===== src/logic/core_status_pkg.sv =====
/*
  core_status_pkg: constants, types and field layout shared by the status
  register block. Assumes a single 200 MHz clock and an AXI4-Lite bus.
*/
`default_nettype none
package core_status_pkg;
  // data-memory locations of the status register, one per bank (indices)
  localparam logic [8:0] STATUS_IDX_B0 = 9'h003;
  localparam logic [8:0] STATUS_IDX_B1 = 9'h083;
  localparam logic [8:0] STATUS_IDX_B2 = 9'h103;
  localparam logic [8:0] STATUS_IDX_B3 = 9'h183;
  // bank-independent low part of the location
  localparam logic [6:0] STATUS_IDX_LOW = 7'h03;
  localparam int         IDX_LOW_W      = 7;
  localparam int         IDX_W          = 9;
  // bus byte address = index * 4
  localparam int         AXI_ADDR_W     = 12;
  localparam int         BYTE_SHIFT     = 2;
  // field positions
  localparam int BIT_CARRY  = 0;
  localparam int BIT_NIBBLE = 1;
  localparam int BIT_ZERO   = 2;
  localparam int BIT_SLEEP  = 3;
  localparam int BIT_WDOG   = 4;
  localparam int BIT_BANKLO = 5;
  localparam int BIT_BANKHI = 6;
  localparam int BIT_INDIR  = 7;
  localparam int NIB_W      = 4;
  // reset value: banks 0, watchdog and sleep flags set, arithmetic flags 0
  localparam logic [7:0] STATUS_RESET = 8'h18;
  localparam logic [1:0] RESP_OKAY    = 2'h0;
  localparam logic [1:0] RESP_DECERR  = 2'h3;

  typedef enum logic [1:0] {
    ALU_NONE  = 2'b00,
    ALU_ADD   = 2'b01,
    ALU_SUB   = 2'b10,
    ALU_LOGIC = 2'b11
  } alu_op_t;

  // one write from the instruction datapath
  typedef struct packed {
    logic             en;
    logic [IDX_W-1:0] addr;
    logic [7:0]       data;
  } dp_write_t;

  // one ALU operation and which flags the instruction updates
  typedef struct packed {
    alu_op_t    op;
    logic [7:0] a;
    logic [7:0] b;
    logic [2:0] upd;  // {zero, nibble, carry}
  } alu_req_t;

  // reset-cause and sleep events, one-cycle pulses
  typedef struct packed {
    logic wdog_clear;
    logic sleep_exec;
    logic wdog_timeout;
  } cause_evt_t;
endpackage
`default_nettype wire


===== src/logic/core_status_unit.sv =====
/*
  core_status_unit: processor status register with ALU flag logic, bank
  select outputs and an AXI4-Lite slave. Assumes the datapath presents at
  most one instruction write per cycle, synchronous to aclk.
*/
`timescale 1ns/1ps
`default_nettype none
// Behaviour
// - one register holds ALU flags, reset-cause flags and bank bits
// - register answers at 03h, 83h, 103h and 183h in every bank
// - status accepts instruction results like any data register
// - flag-updating instruction to status: flags come from ALU, not data
// - watchdog and sleep flags ignore writes; only cause logic changes them
// - clear to status clears bank bits, sets zero, keeps the rest
// - subtraction drives carry and nibble carry as inverted borrow
// - nibble carry set on carry out of bit 3, inverted on subtract
module core_status_unit
  import core_status_pkg::*;
(
  input  wire logic                  aclk,
  input  wire logic                  aresetn,
  input  wire dp_write_t             dp_wr,
  input  wire alu_req_t              alu_req,
  input  wire cause_evt_t            cause_evt,
  output logic [7:0]                 status_q,
  output logic [7:0]                 alu_result,
  output logic [1:0]                 direct_bank,
  output logic                       indirect_bank_bit,
  input  wire logic [AXI_ADDR_W-1:0] s_awaddr,
  input  wire logic                  s_awvalid,
  output logic                       s_awready,
  input  wire logic [31:0]           s_wdata,
  input  wire logic [3:0]            s_wstrb,
  input  wire logic                  s_wvalid,
  output logic                       s_wready,
  output logic [1:0]                 s_bresp,
  output logic                       s_bvalid,
  input  wire logic                  s_bready,
  input  wire logic [AXI_ADDR_W-1:0] s_araddr,
  input  wire logic                  s_arvalid,
  output logic                       s_arready,
  output logic [31:0]                s_rdata,
  output logic [1:0]                 s_rresp,
  output logic                       s_rvalid,
  input  wire logic                  s_rready
);

  // any bank's copy of the status location
  function automatic logic is_status(input logic [IDX_W-1:0] idx);
    is_status = (idx[IDX_LOW_W-1:0] == STATUS_IDX_LOW);
  endfunction

  logic [7:0]            st_r, st_nxt;
  logic [7:0]            res_r;
  logic [IDX_W-1:0]      awidx_r;
  logic [7:0]            wdat_r;
  logic                  wlane_r;
  logic                  aw_have_r, w_have_r;
  logic                  bvalid_r, rvalid_r;
  logic [1:0]            bresp_r, rresp_r;
  logic [7:0]            rdata_r;

  // ALU: subtraction adds the two's complement of b
  wire                   is_sub    = (alu_req.op == ALU_SUB);
  wire [7:0]             b_eff     = is_sub ? ~alu_req.b : alu_req.b;
  wire [8:0]             sum9      = {1'b0, alu_req.a} + {1'b0, b_eff} + {8'h00, is_sub};
  wire [NIB_W:0]         nib_sum   = {1'b0, alu_req.a[NIB_W-1:0]} + {1'b0, b_eff[NIB_W-1:0]}
                                     + {4'h0, is_sub};
  wire [7:0]             alu_out   = (alu_req.op == ALU_LOGIC) ? alu_req.b : sum9[7:0];
  wire                   arith     = (alu_req.op == ALU_ADD) || is_sub;
  wire                   f_zero    = (alu_out == 8'h00);
  wire                   f_carry   = sum9[8];
  wire                   f_nibble  = nib_sum[NIB_W];
  wire [2:0]             alu_flags = {f_zero, f_nibble, f_carry};
  wire [2:0]             upd_eff   = (alu_req.op == ALU_NONE) ? 3'h0
                                   : (arith ? alu_req.upd : (alu_req.upd & 3'h4));

  // write sources: datapath first, bus write waits for an idle datapath
  wire                   dp_hit    = dp_wr.en && is_status(dp_wr.addr);
  wire                   aw_map    = is_status(awidx_r);
  wire                   bus_go    = aw_have_r && w_have_r && !bvalid_r && !dp_wr.en;
  wire                   bus_hit   = bus_go && aw_map && wlane_r;
  wire                   any_wr    = dp_hit || bus_hit;
  wire [7:0]             wr_val    = dp_hit ? dp_wr.data : wdat_r;
  // a flag-updating instruction locks all three flag bits against its data
  wire                   flag_wr   = bus_hit || (dp_hit && (upd_eff == 3'h0));

  // next flag bits: ALU result beats written data
  genvar g;
  generate
    for (g = 0; g < 3; g++) begin : g_flag
      assign st_nxt[g] = upd_eff[g] ? alu_flags[g]
                       : (flag_wr ? wr_val[g] : st_r[g]);
    end
  endgenerate

  // reset-cause flags: writes never reach them
  assign st_nxt[BIT_WDOG]  = cause_evt.wdog_timeout ? 1'b0
                           : ((cause_evt.wdog_clear || cause_evt.sleep_exec) ? 1'b1
                           : st_r[BIT_WDOG]);
  assign st_nxt[BIT_SLEEP] = cause_evt.sleep_exec ? 1'b0
                           : (cause_evt.wdog_clear ? 1'b1 : st_r[BIT_SLEEP]);
  // bank bits follow any write, so a clear zeroes them
  assign st_nxt[BIT_INDIR:BIT_BANKLO] = any_wr ? wr_val[BIT_INDIR:BIT_BANKLO]
                                      : st_r[BIT_INDIR:BIT_BANKLO];

  // status and ALU result registers
  always_ff @(posedge aclk) begin
    if (!aresetn) begin
      st_r  <= STATUS_RESET;
      res_r <= 8'h00;
    end else begin
      st_r  <= st_nxt;
      res_r <= alu_out;
    end
  end

  assign status_q          = st_r;
  assign alu_result        = res_r;
  assign direct_bank       = st_r[BIT_BANKHI:BIT_BANKLO];
  assign indirect_bank_bit = st_r[BIT_INDIR];

  // bus write: capture address and data in either order
  assign s_awready = !aw_have_r;
  assign s_wready  = !w_have_r;
  always_ff @(posedge aclk) begin
    if (!aresetn) begin
      aw_have_r <= 1'b0;
      w_have_r  <= 1'b0;
      awidx_r   <= '0;
      wdat_r    <= 8'h00;
      wlane_r   <= 1'b0;
    end else begin
      if (s_awvalid && s_awready) begin
        aw_have_r <= 1'b1;
        awidx_r   <= s_awaddr[BYTE_SHIFT +: IDX_W];
      end else if (bus_go) begin
        aw_have_r <= 1'b0;
      end
      if (s_wvalid && s_wready) begin
        w_have_r <= 1'b1;
        wdat_r   <= s_wdata[7:0];
        wlane_r  <= s_wstrb[0];
      end else if (bus_go) begin
        w_have_r <= 1'b0;
      end
    end
  end

  // write response: decode error off the map
  always_ff @(posedge aclk) begin
    if (!aresetn) begin
      bvalid_r <= 1'b0;
      bresp_r  <= RESP_OKAY;
    end else if (bus_go) begin
      bvalid_r <= 1'b1;
      bresp_r  <= aw_map ? RESP_OKAY : RESP_DECERR;
    end else if (s_bready) begin
      bvalid_r <= 1'b0;
    end
  end
  assign s_bvalid = bvalid_r;
  assign s_bresp  = bresp_r;

  // read channel: one cycle answer
  wire [IDX_W-1:0] aridx  = s_araddr[BYTE_SHIFT +: IDX_W];
  wire             ar_map = is_status(aridx);
  assign s_arready = !rvalid_r;
  always_ff @(posedge aclk) begin
    if (!aresetn) begin
      rvalid_r <= 1'b0;
      rdata_r  <= 8'h00;
      rresp_r  <= RESP_OKAY;
    end else if (s_arvalid && s_arready) begin
      rvalid_r <= 1'b1;
      rdata_r  <= ar_map ? st_r : 8'h00;
      rresp_r  <= ar_map ? RESP_OKAY : RESP_DECERR;
    end else if (s_rready) begin
      rvalid_r <= 1'b0;
    end
  end
  assign s_rvalid = rvalid_r;
  assign s_rresp  = rresp_r;
  assign s_rdata  = {24'h000000, rdata_r};

  // checks
  property p_flag_from_alu;
    @(posedge aclk) disable iff (!aresetn)
    (dp_hit && alu_req.op == ALU_ADD && alu_req.upd == 3'h7) |=> (st_r[2:0] == $past(alu_flags));
  endproperty
  a_flag_from_alu: assert property (p_flag_from_alu) else $error("flags not from alu");

  property p_cause_readonly;
    @(posedge aclk) disable iff (!aresetn)
    (any_wr && cause_evt == 3'h0) |=> (st_r[BIT_WDOG:BIT_SLEEP] == $past(st_r[BIT_WDOG:BIT_SLEEP]));
  endproperty
  a_cause_readonly: assert property (p_cause_readonly) else $error("cause flag written");

  property p_clear_status;
    @(posedge aclk) disable iff (!aresetn)
    (dp_hit && dp_wr.data == 8'h00 && alu_req.op == ALU_LOGIC && alu_req.b == 8'h00
     && alu_req.upd == 3'h4 && cause_evt == 3'h0)
    |=> (st_r[7:5] == 3'h0 && st_r[BIT_ZERO] && st_r[4:3] == $past(st_r[4:3])
         && st_r[1:0] == $past(st_r[1:0]));
  endproperty
  a_clear_status: assert property (p_clear_status) else $error("clear result wrong");

  property p_write_any_bank;
    @(posedge aclk) disable iff (!aresetn)
    (dp_wr.en && dp_wr.addr == STATUS_IDX_B3 && alu_req.op == ALU_NONE)
    |=> (st_r[7:5] == $past(dp_wr.data[7:5]) && st_r[2:0] == $past(dp_wr.data[2:0]));
  endproperty
  a_write_any_bank: assert property (p_write_any_bank) else $error("bank 3 write lost");

  property p_sub_borrow;
    @(posedge aclk) disable iff (!aresetn)
    (alu_req.op == ALU_SUB && alu_req.upd == 3'h7 && !dp_hit)
    |=> (st_r[BIT_CARRY] == ($past(alu_req.a) >= $past(alu_req.b))
         && st_r[BIT_NIBBLE] == ($past(alu_req.a[3:0]) >= $past(alu_req.b[3:0])));
  endproperty
  a_sub_borrow: assert property (p_sub_borrow) else $error("borrow polarity wrong");

  property p_nibble_add;
    @(posedge aclk) disable iff (!aresetn)
    (alu_req.op == ALU_ADD && alu_req.upd[1] && !dp_hit)
    |=> st_r[BIT_NIBBLE] == (({1'b0, $past(alu_req.a[3:0])} + {1'b0, $past(alu_req.b[3:0])}) > 5'h0f);
  endproperty
  a_nibble_add: assert property (p_nibble_add) else $error("nibble carry wrong");

  property p_zero_carry;
    @(posedge aclk) disable iff (!aresetn)
    (alu_req.op == ALU_ADD && alu_req.upd == 3'h7 && !dp_hit)
    |=> (st_r[BIT_ZERO] == (res_r == 8'h00)
         && st_r[BIT_CARRY] == (({1'b0, $past(alu_req.a)} + {1'b0, $past(alu_req.b)}) > 9'h0ff));
  endproperty
  a_zero_carry: assert property (p_zero_carry) else $error("zero or carry wrong");

  property p_bank_out;
    @(posedge aclk) disable iff (!aresetn)
    any_wr |=> (direct_bank == $past(wr_val[BIT_BANKHI:BIT_BANKLO])
                && indirect_bank_bit == $past(wr_val[BIT_INDIR]));
  endproperty
  a_bank_out: assert property (p_bank_out) else $error("bank output mismatch");

  property p_read_status;
    @(posedge aclk) disable iff (!aresetn)
    (s_arvalid && s_arready && ar_map) |=> (s_rvalid && s_rdata[7:0] == $past(st_r)
                                            && s_rresp == RESP_OKAY);
  endproperty
  a_read_status: assert property (p_read_status) else $error("status read wrong");

  c_bus_write: cover property (@(posedge aclk) disable iff (!aresetn) bus_hit);
  c_sleep:     cover property (@(posedge aclk) disable iff (!aresetn) cause_evt.sleep_exec);
  c_sub_flags: cover property (@(posedge aclk) disable iff (!aresetn)
                               dp_hit && alu_req.op == ALU_SUB);

endmodule // core_status_unit
`default_nettype wire


===== config.mk =====
export PLATFORM = sky130hd
export DESIGN_NAME = core_status_unit
export DESIGN_NICKNAME = d
export VERILOG_FILES = /design/src/logic/core_status_pkg.sv /design/src/logic/core_status_unit.sv
export SDC_FILE = /design/constraint.sdc
export NUM_CORES = 1
export LEC_CHECK = 0
export ABC_AREA = 1
export BUFFER_PORTS_ARGS = -buffer_cell sky130_fd_sc_hd__buf_4
export CORE_MARGIN = 10
export CORE_UTILIZATION = 46
export CTS_CLUSTER_SIZE = 24
export DETAILED_ROUTE_END_ITERATION = 16
export PLACE_DENSITY = 0.93
export SETUP_SLACK_MARGIN = 0.02
export SLEW_MARGIN = 30
export SYNTH_ARGS = -nofsm -noshare
export SYNTH_HDL_FRONTEND = slang
export SYNTH_SLANG_ARGS = --single-unit
export TNS_END_PERCENT = 1

===== constraint.sdc =====
create_clock -name aclk -period 6.5 [get_ports aclk]
set_input_delay 1.3 -clock aclk [delete_from_list [all_inputs] [get_ports aclk]]
set_output_delay 1.3 -clock aclk [all_outputs]
set_load 0.1 [all_outputs]

==> impl_metrics.yaml <==
power_and_ir_drop:
  p_seq_share_pct: 34.7
  p_leak_nw: 1.75
  power.total_uw: 849
  p_switching_uw: 332
  cellInternalPower_uw: 518
  comb_power_share_pct: 36.5
  powerDensity_nw_per_um2: 253
  ir_drop_mv: 0.134
  netSwitchingFraction_pct: 39.1
  power_frac_clock_pct: 28.8
synth:
  netlist.area_leader.share_pct: 34.6
  synth_warnings: 0
  synth_cells: 355
  synth_top_cell_by_area: "dfxtp_1"
  yosysUniqueCellTypes: 34
  synth_area_sq_um: 2550
  ys_ff_latch: 44
  synth_area_per_cell_sq_um: 7.18
  seq_area_frac_synth_pct: 34.6
  synth_area_leaders: "dfxtp_1 (35%), nand2_1 (12%), buf_4 (8.5%), nor2_1 (6.3%), ha_1 (5.9%)"
sta:
  max_slew_margin_pct: 54.6
  fmax_mhz: 296
  period_share_pct: 52.0
  worst_slack_ns: 3.12
  clock_skew_ns: 0.0126
  rsz0062_at_grt: "no"
  min_period_ns: 3.38
  slew_violations: 0
  worst_slew_pin_slew_ns: 0.680
  finalSetupTns_ns: 0
  setup_viol: 0
  finalHoldViolCount: 0
clocking:
  cts_setup_buffers: 0
  cts_max_level: 2
  clock_latency_ns: 0.30
  clk_pin_slew_worst_paths_ns: 0.08
  cts_buffers: 5
  clockBufferDepth: 2
  hold_buffers: 0
  cts.sinks: 44
  cts_tree: "yes"
  cts_resized: 0
  clockRootBuffer: "clkbuf_8"
routing:
  drt_pass1_iterations: 4
  wl_um: 7300
  avgRoutedWirePerCell_um: 14.0
  num_vias: 2527
  post_drt_via_cell_ratio: 4.84
  ant_nets: 0
  drt_iter0_markers: 100
  drc_errors: 0
worst_setup_path:
  r2r-start: "awidx_r[3]$_SDFFE_PN0P_"
  crit_fanout: 8
  cp_data_required_time_ns: 6.73
  crit_type: "in2reg"
  crit_start: "alu_req[19]"
  worst_setup_path_end_kind: "flop"
  worstPathArrival_ns: 3.61
  setup.worst_path.start_class: "input port"
floorplan:
  fp.dieArea_sq_um: 8920
  start_util_pct: 46.9
  io_pins: 169
  core_region_area_sq_um: 5440
  fp-row-count: 27
  die_y_um: 94.4
  die_x_um: 94.4
place:
  io_buffers: 101
  dp_hpwl_um: 5990
  dp_slack_ns: 2.85
  place_inst: 515
  dpl_cell_area_sq_um: 3220
  finalWeightedCongestion: 0.846
global_routing:
  grt-ovfl-total: 0
  first_global_vias: 2590
  grt_pass1_wl_um: 11600
  grt_max_degree: 25
  grt_usage_pct: 15.8
  antenna_found_initial: 0
min_path:
  hp-start: "wdat_r[0]$_SDFFE_PN0P_"
  hold_class: "reg2reg"
final_layout:
  drive_above_1_share_pct: 27.6
  final_common_cell: "buf_4"
  finalNonFillerCells: 522
  fillers: 503
  syn_to_final_growth_pct: 31.5
  final_cell_mix: "buf_4 (101), nand2_1 (80), dfxtp_1 (44)"
  final_cell_area_sq_um: 3350
  diodes: 0
  nNetsFinal: 572
outcome:
  status: "finished clean"
flow_run:
  cap_violations: 0
kinds of logic after synthesis:
family,share of synthesized area [%]
AO/OA/AOI/OAI,12.0
buffers and inverters,15.6
adder cells (fa/ha/maj),6.68
XOR/XNOR,3.09
other,0.147
AND/OR/NAND/NOR,28.0
flip-flops,34.6
power groups by stage:
stage	Combinational (mW)	Clock, mW	Sequential, mW
2_1_floorplan	0.179	0	0.369
3_3_place_gp	0.301	0	0.300
3_5_place_dp	0.307	0	0.301
4_1_cts	0.309	0.248	0.295
5_1_grt	0.332	0.260	0.297
6_report	0.310	0.244	0.295
per-stage QoR:
step / utilization (%) / hold WS [ns]
after floorplan: - / 0.429
after global placement: 59.3 / 0.439
after detailed placement: 59.3 / 0.448
after CTS: 61.6 / 0.461
after global routing: 61.6 / 0.492
final: 61.6 / 0.460
layout make-up:
type	instances	area (sq um)	share of cell area (%)
Clock buffer	5	68.8	2.05
Clock inverter	2	60.1	1.79
Multi-Input combinational cell	263	1360	40.5
Inverter	35	136	4.07
Tap cell	72	90.1	2.69
Sequential cell	44	881	26.3
Timing Repair Buffer	101	758	22.6
critical path, stage by stage:
cell,delay (ns)
buf_4,0.11
inv_1,0.07
ha_1,0.50
xor2_1,0.20
fa_1,0.48
nand3_1,0.12
nand2_1,0.14
nand2_1,0.12
nand3b_1,0.08
nand3_1,0.11
nand2_1,0.05
nor2_1,0.13
nand2_1,0.09
a21oi_2,0.11
metal layers:
layer / wire (um) / vias up / GRT usage [%]
li1: - / 1283 / -
met1: 2760 / 1132 / 17.3
met2: 3730 / 99 / 28.5
met3: 651 / 13 / 4.20
met4: 156 / 0 / 6.08
met5: 0 / - / 0
flip-flops by register name, summed over array words and instances, names as in the netlist:
signal      cells
alu_result      8
rdata_r         8
status_q        8
awidx_r         7
wdat_r          6
aw_have_r       1
s_bresp         1
s_bvalid        1
s_rresp         1
s_rvalid        1
w_have_r        1
wlane_r         1
synth_stat cells:
master and count:
nand2_1 80, dfxtp_1 44, nor2_1 43, buf_4 29
inv_1 29, a21oi_1 28, o21ai_0 21, nand3_1 14
ha_1 12, xor2_1 9, nand4_1 6, clkbuf_1 3
inv_2 3, nand2_4 3, nand3b_1 3, o211ai_1 3
a21oi_2 2, buf_6 2, clkinv_1 2, nand2_2 2
nand3_2 2, nor3_1 2, nor4_2 2, a21o_1 1
buf_1 1, buf_2 1, conb_1 1, fa_1 1
inv_6 1, nor2_2 1, nor3b_1 1, nor4_1 1
o21a_1 1, o21ai_1 1
final timing paths:
check,to,slack (ns),depth (start not counted)
max,status_q[2]$_SDFFE_PN0P_,3.12,14
min,wdat_r[0]$_SDFFE_PN0P_,0.46,2
max reg2reg,status_q[6]$_SDFFE_PN0P_,5.04,8
min reg2reg,wdat_r[0]$_SDFFE_PN0P_,0.46,2
(Power assumes the default switching activity.)
